===== src/design/clk_sel_pkg.sv =====
package clk_sel_pkg;

  // ==========================================================
  // Register map
  localparam logic [7:0]  MODE_CFG_ADDR     = 8'h01;
  localparam logic [7:0]  PLL_CFG_ADDR      = 8'h04;
  localparam logic [31:0] MODE_CFG_RESET    = 32'h0000_0000;
  localparam logic [31:0] PLL_CFG_RESET     = 32'h000f_03ff;

  // ==========================================================
  // Field positions
  localparam int          INTERP_LSB        = 6;
  localparam int          SINGLE_PORT_BIT   = 0;
  localparam int          PLL_EN_BIT        = 15;
  localparam int          VCO_DIV_LSB       = 13;
  localparam int          MULT_LSB          = 11;
  localparam int          BAND_LSB          = 2;
  localparam int          LOCK_BIT          = 21;
  localparam logic [5:0]  BAND_AUTO         = 6'h3f;
  localparam logic [5:0]  AUTO_BAND_DEFAULT = 6'h1f;

  // ==========================================================
  // Timing
  localparam int          CLK_PERIOD_NS     = 20;
  localparam int          LOCK_TIME_NS      = 5000000;
  localparam int          LOCK_CYCLES       = LOCK_TIME_NS / CLK_PERIOD_NS;

  typedef struct packed {
    logic       enable;
    logic [1:0] vco_divider_ratio;
    logic [1:0] sample_clock_multiplier_ratio;
    logic [5:0] band;
  } pll_cfg_s;

  typedef struct packed {
    logic       wr;
    logic       rd;
    logic [7:0] addr;
    logic [31:0] wdata;
  } reg_req_s;

  typedef enum logic [2:0] {
    ST_BYPASS  = 3'b001,
    ST_LOCKING = 3'b010,
    ST_LOCKED  = 3'b100
  } pll_state_e;

  // Two-bit ratio codes map to 1, 2, 4, 8
  function automatic logic [3:0] ratio_of(input logic [1:0] code);
    ratio_of = 4'h1 << code;
  endfunction : ratio_of

endpackage : clk_sel_pkg


===== src/design/dac_sample_clock_select_multiplier.sv =====
`timescale 1ns/1ps
module dac_sample_clock_select_multiplier
  import clk_sel_pkg::*;
#(
  parameter int         LOCK_WAIT = clk_sel_pkg::LOCK_CYCLES,
  parameter logic [5:0] AUTO_BAND = clk_sel_pkg::AUTO_BAND_DEFAULT
) (
  input  wire logic               i_clk,
  input  wire logic               i_reset,
  input  wire logic               i_reference_clock_input,
  input  wire clk_sel_pkg::reg_req_s i_reg_req,
  output logic [31:0]             o_reg_rdata,
  output logic                    o_reg_rvalid,
  output logic                    o_converter_sample_clock,
  output logic                    o_vco_tick,
  output logic                    o_data_rate_clock_output,
  output logic                    o_pll_lock
);
  import clk_sel_pkg::*;

  // ==========================================================
  // Reference input synchroniser and edge detect
  logic ref_meta_q;
  logic ref_sync_q;
  logic ref_prev_q;
  wire  ref_rise = ref_sync_q & ~ref_prev_q;

  always_ff @(posedge i_clk) begin
    if (i_reset) begin
      ref_meta_q <= 1'b0;
      ref_sync_q <= 1'b0;
      ref_prev_q <= 1'b0;
    end else begin
      ref_meta_q <= i_reference_clock_input;
      ref_sync_q <= ref_meta_q;
      ref_prev_q <= ref_sync_q;
    end
  end

  // ==========================================================
  // Registers
  logic [31:0] mode_q;
  logic [31:0] pll_q;
  pll_cfg_s    cfg;
  pll_state_e  state_q;
  logic        band_done;

  assign cfg.enable                        = pll_q[PLL_EN_BIT];
  assign cfg.vco_divider_ratio             = pll_q[VCO_DIV_LSB +: 2];
  assign cfg.sample_clock_multiplier_ratio = pll_q[MULT_LSB +: 2];
  assign cfg.band                          = pll_q[BAND_LSB +: 6];

  wire wr_mode = i_reg_req.wr & (i_reg_req.addr == MODE_CFG_ADDR);
  wire wr_pll  = i_reg_req.wr & (i_reg_req.addr == PLL_CFG_ADDR);

  always_ff @(posedge i_clk) begin
    if (i_reset) begin
      mode_q <= MODE_CFG_RESET;
      pll_q  <= PLL_CFG_RESET;
    end else begin
      if (wr_mode) begin
        mode_q <= i_reg_req.wdata;
      end
      // Software write wins; auto result only lands when no write races it
      if (wr_pll) begin
        pll_q <= {11'h000, i_reg_req.wdata[20:0]};
      end else if (band_done) begin
        pll_q[BAND_LSB +: 6] <= AUTO_BAND;
      end
    end
  end

  wire [31:0] pll_read = {pll_q[31:22], state_q == ST_LOCKED, pll_q[20:0]};
  wire [31:0] rd_mux   = (i_reg_req.addr == MODE_CFG_ADDR) ? mode_q :
                         (i_reg_req.addr == PLL_CFG_ADDR)  ? pll_read : 32'h0000_0000;

  always_ff @(posedge i_clk) begin
    if (i_reset) begin
      o_reg_rdata  <= 32'h0000_0000;
      o_reg_rvalid <= 1'b0;
    end else begin
      o_reg_rvalid <= i_reg_req.rd;
      if (i_reg_req.rd) begin
        o_reg_rdata <= rd_mux;
      end
    end
  end

  // ==========================================================
  // Lock sequencing
  logic [31:0] lock_cnt_q;
  logic        auto_q;
  wire         lock_time_up = (lock_cnt_q >= 32'(LOCK_WAIT - 1));

  assign band_done = (state_q == ST_LOCKING) & lock_time_up & auto_q;

  always_ff @(posedge i_clk) begin
    if (i_reset) begin
      state_q    <= ST_BYPASS;
      lock_cnt_q <= 32'h0000_0000;
      auto_q     <= 1'b0;
    end else if (wr_pll) begin
      // Any reprogramming restarts acquisition if the enable bit is set, else returns to bypass
      state_q    <= i_reg_req.wdata[PLL_EN_BIT] ? ST_LOCKING : ST_BYPASS;
      lock_cnt_q <= 32'h0000_0000;
      auto_q     <= (i_reg_req.wdata[BAND_LSB +: 6] == BAND_AUTO);
    end else begin
      unique case (state_q)
        ST_BYPASS: begin
          state_q <= cfg.enable ? ST_LOCKING : ST_BYPASS;
        end
        ST_LOCKING: begin
          lock_cnt_q <= lock_cnt_q + 32'h0000_0001;
          if (lock_time_up) begin
            state_q <= ST_LOCKED;
            auto_q  <= 1'b0;
          end
        end
        ST_LOCKED: begin
          state_q <= ST_LOCKED;
        end
      endcase
    end
  end

  assign o_pll_lock = (state_q == ST_LOCKED);

  // ==========================================================
  // Oscillator model: a rate accumulator against the measured reference period.
  // Limitation: at most one tick per i_clk, so the product is capped by the period.
  logic [31:0] period_cnt_q;
  logic [31:0] period_q;
  logic [31:0] acc_q;
  logic        vco_q;
  wire  [7:0]  vco_mult = 8'(ratio_of(cfg.vco_divider_ratio)) *
                          8'(ratio_of(cfg.sample_clock_multiplier_ratio));
  wire  [31:0] acc_sum  = acc_q + {24'h000000, vco_mult};
  wire         vco_fire = cfg.enable & (period_q != 32'h0000_0000) & (acc_sum >= period_q);

  always_ff @(posedge i_clk) begin
    if (i_reset) begin
      period_cnt_q <= 32'h0000_0000;
      period_q     <= 32'h0000_0000;
      acc_q        <= 32'h0000_0000;
      vco_q        <= 1'b0;
    end else begin
      vco_q <= vco_fire;
      if (ref_rise) begin
        period_q     <= period_cnt_q + 32'h0000_0001;
        period_cnt_q <= 32'h0000_0000;
        acc_q        <= 32'h0000_0000;
      end else begin
        period_cnt_q <= period_cnt_q + 32'h0000_0001;
        acc_q        <= vco_fire ? (acc_sum - period_q) : acc_sum;
      end
    end
  end

  assign o_vco_tick = vco_q;

  // ==========================================================
  // Sample clock selection
  logic [3:0] n1_cnt_q;
  logic       sample_q;
  wire        n1_wrap     = (n1_cnt_q == ratio_of(cfg.vco_divider_ratio) - 4'h1);
  wire        sample_fire = cfg.enable ? (vco_q & n1_wrap) : ref_rise;

  always_ff @(posedge i_clk) begin
    if (i_reset) begin
      n1_cnt_q <= 4'h0;
      sample_q <= 1'b0;
    end else begin
      sample_q <= sample_fire;
      if (vco_q) begin
        n1_cnt_q <= n1_wrap ? 4'h0 : n1_cnt_q + 4'h1;
      end
    end
  end

  assign o_converter_sample_clock = sample_q;

  // ==========================================================
  // Data-rate clock divider
  logic [3:0] dr_cnt_q;
  logic       data_q;
  wire  [3:0] interp   = ratio_of(mode_q[INTERP_LSB +: 2]);
  // Single-port halves the divisor; a divisor below one is held at one
  wire  [3:0] half     = (interp > 4'h1) ? (interp >> 1) : 4'h1;
  wire  [3:0] divisor  = mode_q[SINGLE_PORT_BIT] ? half : interp;
  wire        dr_wrap  = (dr_cnt_q >= divisor - 4'h1);

  always_ff @(posedge i_clk) begin
    if (i_reset) begin
      dr_cnt_q <= 4'h0;
      data_q   <= 1'b0;
    end else begin
      data_q <= sample_q & dr_wrap;
      if (sample_q) begin
        dr_cnt_q <= dr_wrap ? 4'h0 : dr_cnt_q + 4'h1;
      end
    end
  end

  assign o_data_rate_clock_output = data_q;

endmodule : dac_sample_clock_select_multiplier


===== config.mk =====
export PLATFORM = sky130hd
export DESIGN_NAME = dac_sample_clock_select_multiplier
export DESIGN_NICKNAME = d
export VERILOG_FILES = /design/src/design/clk_sel_pkg.sv /design/src/design/dac_sample_clock_select_multiplier.sv
export SDC_FILE = /design/constraint.sdc
export NUM_CORES = 1
export LEC_CHECK = 0
export ABC_AREA = 0
export BUFFER_PORTS_ARGS = -buffer_cell sky130_fd_sc_hd__buf_2
export CAP_MARGIN = 20
export CORE_MARGIN = 2
export CORE_UTILIZATION = 30
export DETAILED_ROUTE_END_ITERATION = 10
export GPL_TIMING_DRIVEN = 0
export PLACE_DENSITY_LB_ADDON = 0.05
export SETUP_SLACK_MARGIN = 0.5
export SLEW_MARGIN = 20
export SYNTH_ARGS = -nofsm -noshare
export SYNTH_HDL_FRONTEND = slang
export SYNTH_SLANG_ARGS = --single-unit

===== constraint.sdc =====
create_clock -name i_clk -period 7 [get_ports i_clk]
set_input_delay 0 -clock i_clk [delete_from_list [all_inputs] [get_ports i_clk]]
set_output_delay 0 -clock i_clk [all_outputs]
set_load 0.02 [all_outputs]

==> results of run 1 <==
worst paths after layout:
check	slack (ps)	depth (start not counted)	end
setup reg to reg	790	27	acc_q[29]
setup / recovery	790	27	acc_q[29]
hold / removal	40	3	o_reg_rdata[24]
hold reg to reg	450	2	mode_q[20]
power groups by stage:
stage	Combinational [W]	Sequential, W	Clock (W)
floorplan	0.000214	0.00139	0
global placement	0.000315	0.00138	0
detailed placement	0.000312	0.00138	0
CTS	0.000335	0.00136	0.00155
global route	0.000378	0.00136	0.00160
finish	0.000340	0.00136	0.00149
cells in the mapped netlist, types with 4 or more instances:
library cell / number / area share
a211oi_1: 55 / 0.034
a211oi_2: 13 / 0.013
a21o_1: 17 / 0.011
a21oi_1: 93 / 0.038
a22oi_1: 22 / 0.014
a31oi_1: 4 / 0.0021
and2_1: 8 / 0.0041
and3_1: 22 / 0.011
and4_1: 7 / 0.0051
buf_2: 8 / 0.0033
buf_6: 5 / 0.0046
clkbuf_1: 60 / 0.019
dfxtp_1: 232 / 0.38
fa_1: 10 / 0.017
ha_1: 59 / 0.061
inv_1: 61 / 0.019
mux2i_1: 17 / 0.014
nand2_1: 173 / 0.054
nand2b_1: 28 / 0.014
nand3_1: 46 / 0.019
nand3b_1: 11 / 0.0068
nand4_1: 21 / 0.011
nor2_1: 203 / 0.063
nor2b_1: 13 / 0.0067
nor3_1: 12 / 0.0050
nor4_1: 15 / 0.0077
o21a_1: 4 / 0.0025
o21ai_0: 23 / 0.0095
o21ai_1: 4 / 0.0017
o21bai_1: 5 / 0.0031
o22ai_1: 5 / 0.0026
o2bb2ai_1: 4 / 0.0029
or2_2: 4 / 0.0021
or3_1: 8 / 0.0041
xnor2_1: 56 / 0.041
xor2_1: 64 / 0.046
sequential cells by signal, indices dropped and copies added, names as in the netlist:
register and count:
ref_sync_q 1, o_reg_rdata 32, mode_q 32, o_vco_tick 1, o_converter_sample_clock 1, n1_cnt_q 4, o_data_rate_clock_output 1, state_q 3
ref_prev_q 1, period_q 32, period_cnt_q 32, acc_q 32, o_reg_rvalid 1, lock_cnt_q 32, ref_meta_q 1, dr_cnt_q 4
pll_q 21, auto_q 1
stage by stage:
| step | utilization | total power, W | setup slack (ps) | area [µm²] |
|---|---|---|---|---|
| floorplan | - | 0.001602 | 932.5 | 12110 |
| global placement | 0.3307 | 0.001698 | -301.0 | 13170 |
| detailed placement | 0.3307 | 0.001696 | -382.2 | 13170 |
| CTS | 0.3699 | 0.003241 | 513.2 | 14730 |
| global route | 0.3821 | 0.003341 | 493.0 | 15220 |
| finish | 0.3821 | 0.003187 | 790.0 | 15220 |
logic make-up (layout without fill, tap and decap cells):
group / count (synthesis) / after routing / synth area share
compound gates: 281 / 281 / 0.1632
xor+xnor: 120 / 120 / 0.08679
fa+ha+maj: 69 / 69 / 0.07749
buf+inv: 137 / 335 / 0.04639
flops: 232 / 232 / 0.3835
mux: 18 / 18 / 0.01529
other cells: 1 / 2 / 0.0003097
simple gates: 587 / 587 / 0.2270
worst max-delay path: stages, from the launching register on:
cell	delay [ps]
dfxtp_2	310
buf_6	130
nand2b_4	150
or2_2	310
fa_1	540
fa_1	440
fa_1	490
inv_1	60
ha_4	280
nand2_1	50
o211ai_1	240
a31o_2	220
a21oi_2	90
nor2_4	170
buf_6	160
nand3_1	130
xnor2_2	260
ha_1	270
buf_2	170
a21oi_1	250
o221a_2	250
o21ai_0	120
and3_1	210
a31oi_2	200
o211ai_1	160
a21oi_2	170
xor2_1	170
o2bb2ai_1	80
layer usage:
layer | GRT usage | share of wire | wire length [µm]
met1 | 0.2300 | 0.48 | 17130
met2 | 0.2750 | 0.46 | 16110
met3 | 0.02768 | 0.033 | 1169
met4 | 0.04522 | 0.027 | 957
met5 | 0 | 0 | 0
final cells by class:
cell class | count | area share
multi-input cells | 1076 | 0.4775
flip-flops and latches | 232 | 0.3054
repair buffers | 147 | 0.07005
clock buffers | 46 | 0.05583
well taps | 525 | 0.04316
plain buffers | 76 | 0.02680
inverters | 61 | 0.01505
clock inverters | 5 | 0.006084
diodes | 1 | 0.0001644
repair_timing:
action | 4_1_cts | 5_1_grt
setup endpoints to repair | 33 | 33
hold endpoints to repair | 72 | 0
hold buffers | 43 | 0
gates cloned | 0 | 2
pin swaps | 13 | 29
setup buffers | 6 | 16
gates resized for setup | 35 | 72
==> reports/results.txt, run 1 <==
status = finished clean
RSZ-0062 raised after global routing = false
Slew @ Worst Pin = 872.8 ps
FF+latch count, synth = 232
Pwr Density = 209.4 mW/mm²
nets = 1737
Detail Route Antenna Nets = 0
hpwl dp = 25740 µm
clock root buffer = clkbuf_16
DR iter-0 viols = 416
vias = 10.26k
Netlist cell types = 73
YS warnings = 0
Hold Startpoint = i_reg_req[40]
Crit Path Category = flip-flop to flip-flop
Critical Path RT = 7450 ps
clock network power share = 0.468
Final Cycle Share = 0.8871
Worst-Skew Late Latency = 570 ps
WHS = 43.40 ps
# rows = 73
internal power = 0.002384 W
maximum vdd drop = 0.0001841 V
post-route DRC violation count = 0
Syn Inst Count = 1445
worst hold-check path type = input port to flip-flop
most common cell after layout, fill and taps aside = dfxtp_1
per-cell routed wire length = 16.31 µm
Pins Over Slew Limit = 0
drt via density = 4.731
total detailed-routing wirelength = 35370 µm
Seq/Total Area, Yosys = 0.3835
ys flop type = dfxtp_1
Mean Syn Cell Area = 8.381 µm²
Max Fclk = 0.1610 GHz
Buffers on Ports = 80
Worst setup EP type = flip-flop
most frequent cells in the layout = dfxtp_1 (230), nor2_1 (200), nand2_1 (172)
Starting Density = 0.3041
layout cells sized above 1 = 0.1558
skew final = 10.64 ps
Synth Cell Area = 0.01211 mm²
sequential power share = 0.425
register area = 0.004647 mm²
Slew Limit Headroom = 0.4169
area grow syn2layout = 25.66%
fillcell total = 4227
CTS max path bufs = 3
async set-reset flop share out of synthesis = 0
final setup TNS = 0 ps
DIE HEIGHT = 204.9 µm
Startpoint Class = flip-flop
die area = 0.04199 mm²
GR Overflow Total = 0
area of the multi-input gates = 0.007267 mm²
Comb power frac = 0.107
first-pass GRT wire length = 56260 µm
Worst Setup SP = pll_q[12]
final hold violations = 0
crit path max fanout = 8
fin crit period = 6210 ps
placed cell count = 2050
IO Pins = 82
clock transition at the registers of the reported paths = 60 ps
gp weighted congestion = 0.7843
first-pass iteration count of the detailed router = 4
Die X = 204.9 µm
initial antenna violation count = 1
Syn Nets = 1559
Sw Ratio = 0.2518
switching power = 0.0008022 W
largest net degree at the start of global routing = 16
CTS tree = yes
Max-Cap Viols = 0
EDFF count, synth = 0
total core area = 0.03982 mm²
post-route insts no fill = 2169
TritonCTS Buffers = 29
FF-to-FF Start = pll_q[12]
H-tree levels = 1
Final setup viols = 0
leak pwr = 6.030 nW
Total Routing Usage GR = 0.1686
Critical Path AT = 6660 ps
CTS Sinks = 232
number of global-route vias before repair = 10.28k
Power figures use the tool's default switching activity.
==> run 2, diff against run 1 <==
- CTS_BUF_LIST: not set -> sky130_fd_sc_hd__clkbuf_8
==> run 2 against run 1 <==
  * Hold slack improved by 32 ps
  * Register-to-register slack worse by 20 ps
  * Critical path type unchanged
  * Critical endpoint is now acc_q[26]
  * Largest power group unchanged
  * Highest routed layer unchanged
  * Combinational power grew 1%
==> reports/results.txt, run 2 (synthesized netlist as in run 1, its figures left out) <==
post-route insts no fill = 2196 (+1.2%)
leak pwr = 6.044 nW (+0.24%)
most frequent cells in the layout = dfxtp_1 (231), nor2_1 (200), nand2_1 (172)
clock root buffer = clkbuf_8
post-route DRC violation count = 0 (unchanged)
per-cell routed wire length = 16.01 µm (-1.8%)
drt via density = 4.718 (-0.28%)
Slew Limit Headroom = 0.4232 (+0.006374)
area grow syn2layout = 25.22%
hpwl dp = 25740 µm (unchanged)
fillcell total = 4254 (+0.64%)
first-pass iteration count of the detailed router = 4 (unchanged)
clock transition at the registers of the reported paths = 60 ps (about the same)
TritonCTS Buffers = 45 (+55%)
Final Cycle Share = 0.8899 (+0.002792)
Detail Route Antenna Nets = 0 (unchanged)
first-pass GRT wire length = 56520 µm (+0.47%)
clock network power share = 0.452 (-0.016)
final hold violations = 0 (unchanged)
Worst-Skew Late Latency = 610 ps (+40 ps)
Startpoint Class = flip-flop
gp weighted congestion = 0.7843 (unchanged)
Worst setup EP type = flip-flop
crit path max fanout = 10 (+2)
most common cell after layout, fill and taps aside = dfxtp_1
H-tree levels = 2 (+1)
layout cells sized above 1 = 0.1683 (+0.01245)
IO Pins = 82 (unchanged)
RSZ-0062 raised after global routing = false
placed cell count = 2050 (unchanged)
nets = 1750 (+0.75%)
Pwr Density = 204.8 mW/mm² (-2.2%)
switching power = 0.0008328 W (+3.8%)
skew final = 20.41 ps (+9.771 ps)
area of the multi-input gates = 0.007274 mm² (+0.10%)
Worst Slack Setup Final = 770.5 ps (-19.55 ps)
GR Overflow Total = 0 (unchanged)
Critical Path AT = 6680 ps (+20 ps)
# rows = 73 (unchanged)
die area = 0.04199 mm² (unchanged)
Core Util, Final = 0.3808 (-0.001351)
sequential power share = 0.437 (+0.012)
internal power = 0.002273 W (-4.7%)
Max-Cap Viols = 0 (unchanged)
Total Routing Usage GR = 0.1705 (+0.001859)
r2r setup slk = 770 ps (-20 ps)
DIE HEIGHT = 204.9 µm (unchanged)
CTS tree = yes
register area = 0.004646 mm² (about the same)
Crit Path Category = flip-flop to flip-flop
initial antenna violation count = 1 (unchanged)
Die X = 204.9 µm (unchanged)
WHS = 75.14 ps (+31.74 ps)
Sw Ratio = 0.2681 (+0.01638)
CTS max path bufs = 3 (unchanged)
fin crit period = 6230 ps (+19.55 ps)
Critical Path RT = 7450 ps (about the same)
Starting Density = 0.3041 (unchanged)
number of global-route vias before repair = 10.47k (+1.8%)
CTS Sinks = 232 (unchanged)
worst hold-check path type = input port to flip-flop
Pins Over Slew Limit = 0 (unchanged)
Comb power frac = 0.111 (+0.004)
maximum vdd drop = 0.0001345 V (-27%)
Slew @ Worst Pin = 863.3 ps (-9.540 ps)
DR iter-0 viols = 408 (-1.9%)
total detailed-routing wirelength = 35160 µm (-0.59%)
status = finished clean
Setup WS pre-CTS = -382.2 ps (unchanged)
total core area = 0.03982 mm² (unchanged)
final setup TNS = 0 ps (unchanged)
largest net degree at the start of global routing = 14 (-2)
vias = 10.36k (+0.96%)
Max Fclk = 0.1605 GHz (-0.31%)
Final setup viols = 0 (unchanged)
Buffers on Ports = 80 (unchanged)
[run 2: cell count changes in the layout (fill, tap and decap cells not counted), moves of 2 or more]
cell	before	now
inv_1	61	75
buf_4	20	17
clkbuf_8	6	59
clkinv_2	1	5
clkbuf_16	31	0
dlygate4sd3_1	43	45
clkbuf_1	61	49
nor3_2	1	3
[run 2: critical path, cell delays in order, from the launching register on]
cell and delay (ps):
dfxtp_1 320, buf_8 140, nand2b_4 150, or2_2 310, fa_1 570, fa_1 440
fa_1 490, inv_1 60, ha_4 290, a21oi_2 80, o21ai_4 170, a2111oi_4 120
nor4b_4 310, buf_4 200, nand2_8 70, nor3_2 190, xnor2_1 180, ha_1 310
buf_4 150, a21o_1 220, a2111oi_4 380, a21boi_1 110, a41o_1 240, buf_12 160
buf_12 150, mux2i_1 180, nor2_1 50
[run 2: routing by layer]
metal / up-vias / track usage / wire (µm)
met4: 0 / 0.05524 / 869
met1: 4781 / 0.2266 / 16880
met5: - / 0 / 0
li1: 5365 / - / -
met3: 62 / 0.03357 / 1392
met2: 152 / 0.2767 / 16020
[run 2: layout make-up]
cell class | count | share of cell area
Tap cell | 525 | 0.04332
Clock buffer | 58 | 0.05264
Buffer | 76 | 0.02673
Multi-Input combinational cell | 1076 | 0.4797
Inverter | 61 | 0.01510
Timing Repair Buffer | 144 | 0.06658
Antenna cell | 1 | 0.0001650
Sequential cell | 232 | 0.3064
Clock inverter | 23 | 0.009406
[run 2: stage by stage]
| stage | power, W | cell area (µm²) |
|---|---|---|
| final | 0.003106 | 15160 |
| after global routing | 0.003265 | 15160 |
| after CTS | 0.003162 | 14770 |
| after detailed placement | 0.001696 | 13170 |
| after global placement | 0.001698 | 13170 |
| after floorplan | 0.001602 | 12110 |
[run 2: timing repair]
action / 4_1_cts / 5_1_grt
buffers inserted: 5 / 14
setup endpoints to repair: 33 / 33
endpoints found under the hold margin: 77 / 0
hold buffers: 45 / 0
pin swaps: 11 / 29
gates resized for setup: 38 / 67
[run 2: worst paths after layout]
| check | endpoint | cells after the start | start |
|---|---|---|---|
| setup / recovery | acc_q[26] | 26 | pll_q[12] |
| hold / removal | o_reg_rdata[0] | 6 | i_reg_req[36] |
| setup reg to reg | acc_q[26] | 26 | pll_q[12] |
| hold reg to reg | mode_q[21] | 2 | mode_q[21] |
[run 2: power groups by stage]
stage | sequential [W] | clock, W | combinational, W
after floorplan | 0.00139 | 0 | 0.000214
after global placement | 0.00138 | 0 | 0.000315
after detailed placement | 0.00138 | 0 | 0.000312
after CTS | 0.00136 | 0.00147 | 0.000337
after global routing | 0.00136 | 0.00152 | 0.000385
final | 0.00136 | 0.00140 | 0.000345
==> run 3, diff against run 2 <==
- CORE_UTILIZATION: 30 -> 26
- CTS_CLUSTER_SIZE: not set -> 24
- MAX_ROUTING_LAYER: not set -> met4
==> run 3 against run 2 <==
  * Die area increased by 15%
  * Routed wire length up 4.7%
  * Cell count rose by 4.0%
  * Clock-buffer cell count shrank 1
  * Clock power about the same
  * Critical path type unchanged
  * Hold slack worse by 36 ps
  * Sequential power barely moved
  * Fmax grew 0.80%
  * Global-route usage fell by 1.2 points
  * Cell area increased by 0.47%
  * Power fell by 0.72%
  * Clock skew rose by 21 ps
==> reports/results.txt, run 3 (synthesized netlist as in run 1, its figures left out) <==
critical path's most frequent cell = fa_1
Die X = 219.8 µm (+7.3%)
area of the multi-input gates = 0.007222 mm² (-0.72%)
placed cell count = 2132 (+4.0%)
r2r setup slk = 820 ps (+50 ps)
Starting Density = 0.2618 (-0.04231)
nets = 1755 (+0.29%)
TritonCTS Buffers = 46 (+2.2%)
Startpoint Class = flip-flop
Critical Path RT = 7550 ps (+100 ps)
Final Cycle Share = 0.8828 (-0.007087)
register area = 0.004649 mm² (about the same)
Met3 Routed Length = 1505 µm (+8.1%)
status = finished clean
worst hold endpoint = o_reg_rdata[0]
GR Overflow Total = 0 (unchanged)
total detailed-routing wirelength = 36810 µm (+4.7%)
Max Fclk = 0.1618 GHz (+0.80%)
layout cells sized above 1 = 0.1667 (-0.001597)
Max-Cap Viols = 0 (unchanged)
Slew @ Worst Pin = 872.6 ps (+9.329 ps)
post-route DRC violation count = 0 (unchanged)
M1 wire length = 18000 µm (+6.7%)
FF-to-FF End = acc_q[0]
Pwr Density = 202.4 mW/mm² (-1.2%)
Crit path max-delay family = adder cells
CTS max path bufs = 3 (unchanged)
first-pass iteration count of the detailed router = 5 (+1)
fillcell total = 4984 (+17%)
dpl cell area = 0.01327 mm² (+0.78%)
first-pass GRT wire length = 57910 µm (+2.5%)
Critical Path Max Stage Delay = 550 ps (-20 ps)
Worst setup EP type = flip-flop
Slew Limit Headroom = 0.4170 (-0.006233)
initial antenna violation count = 2 (+1)
most frequent cells in the layout = dfxtp_1 (230), nor2_1 (200), nand2_1 (171)
met2 WL = 16490 µm (+2.9%)
die area = 0.04832 mm² (+15%)
area grow syn2layout = 25.81%
CTS Sinks = 232 (unchanged)
total core area = 0.04626 mm² (+16%)
hpwl dp = 26960 µm (+4.7%)
Buffers on Ports = 80 (unchanged)
# rows = 79 (+8.2%)
Tot Pwr = 0.003084 W (-0.72%)
Hold Startpoint = i_reg_req[35]
number of global-route vias before repair = 10.52k (+0.46%)
Total Routing Usage GR = 0.1585 (-0.01191)
worst path bufs/invs = 7 (+1)
maximum vdd drop = 0.00009560 V (-29%)
DIE HEIGHT = 219.8 µm (+7.3%)
Critical Path AT = 6730 ps (+50 ps)
Crit Path Category = flip-flop to flip-flop
Pins Over Slew Limit = 0 (unchanged)
CP max-delay cell = fa_1
CTS tree = yes
per-cell routed wire length = 16.12 µm (+0.70%)
vias = 10.32k (-0.41%)
H-tree levels = 2 (unchanged)
Final setup viols = 0 (unchanged)
Worst-Skew Late Latency = 640 ps (+30 ps)
WHS = 39.34 ps (-35.80 ps)
hold depth = 6 (unchanged)
skew final = 41.80 ps (+21.39 ps)
DR iter-0 viols = 351 (-14%)
crit path max fanout = 10 (unchanged)
clock root buffer = clkbuf_8
worst r2r path cells = 27 (+3.8%)
Detail Route Antenna Nets = 0 (unchanged)
gp weighted congestion = 0.7958 (+1.5%)
clock transition at the registers of the reported paths = 60 ps (about the same)
DR top layer = met4
Core Util, Final = 0.3294 (-0.05144)
RSZ-0062 raised after global routing = false
most common cell after layout, fill and taps aside = dfxtp_1
fin crit period = 6180 ps (-49.61 ps)
IO Pins = 82 (unchanged)
post-route insts no fill = 2283 (+4.0%)
largest net degree at the start of global routing = 15 (+1)
FF-to-FF Start = pll_q[14]
worst hold-check path type = input port to flip-flop
final hold violations = 0 (unchanged)
Finished Cell Area = 0.01524 mm² (+0.47%)
drt via density = 4.519 (-4.2%)
leak pwr = 6.065 nW (+0.34%)
[run 3: cell types whose count changed in the layout (fill, tap and decap cells not counted), sizes merged]
cell	previous run	this run
buf	120	129
clkbuf	113	109
dlygate4sd3	45	43
inv	77	79
bufinv	1	0
diode	1	2
[run 3: routing by layer]
metal,vias to the layer above,GRT usage
li1,5375,-
met1,4736,0.2051
met2,155,0.2494
met3,52,0.03106
met4,0,0.04899
met5,-,-
[run 3: where the power goes]
part           leakage (nW)  switching [W]  total (W)  internal [W]
Combinational          3.66       0.000199   0.000344      0.000144
Sequential             1.88      0.0000139    0.00135       0.00134
Clock                 0.530       0.000646    0.00138      0.000739
Total                  6.06       0.000859    0.00308       0.00222
[run 3: how the worst max path moves through the flow]
stage / from / to / cells after the start
final: pll_q[14] / acc_q[0] / 27
after global routing: pll_q[14] / acc_q[24] / 28
after CTS: pll_q[12] / acc_q[26] / 27
after detailed placement: pll_q[11] / acc_q[21] / 26
after global placement: pll_q[11] / acc_q[21] / 25
after floorplan: pll_q[12] / acc_q[24] / 25
[run 3: worst min-delay path, stage by stage]
cell and delay, ps:
buf_2 80, nor2_1 30, nand2_1 80, nor3b_2 90, a22oi_1 210, a211oi_1 110
[run 3: area by class of cell]
cell class / instances / share of cell area
plain buffers: 76 / 0.02726
well taps: 607 / 0.04985
clock buffers: 57 / 0.05149
flip-flops and latches: 232 / 0.3052
repair buffers: 148 / 0.06841
clock inverters: 24 / 0.008459
diodes: 2 / 0.0003285
inverters: 61 / 0.01503
multi-input cells: 1076 / 0.4740
[run 3: through the flow]
stage               setup WS, ps  setup TNS, ps
floorplan                  932.5              0
global placement          -419.3         -10170
global route               496.2              0
detailed placement        -384.2          -9212
finish                     820.1              0
CTS                        518.4              0
[run 3: what timing repair did]
action	CTS	global route
setup buffers	13	12
gates resized for setup	43	66
endpoints found under the hold margin	77	0
pin swaps	17	30
hold buffers	43	0
setup endpoints to repair	33	33
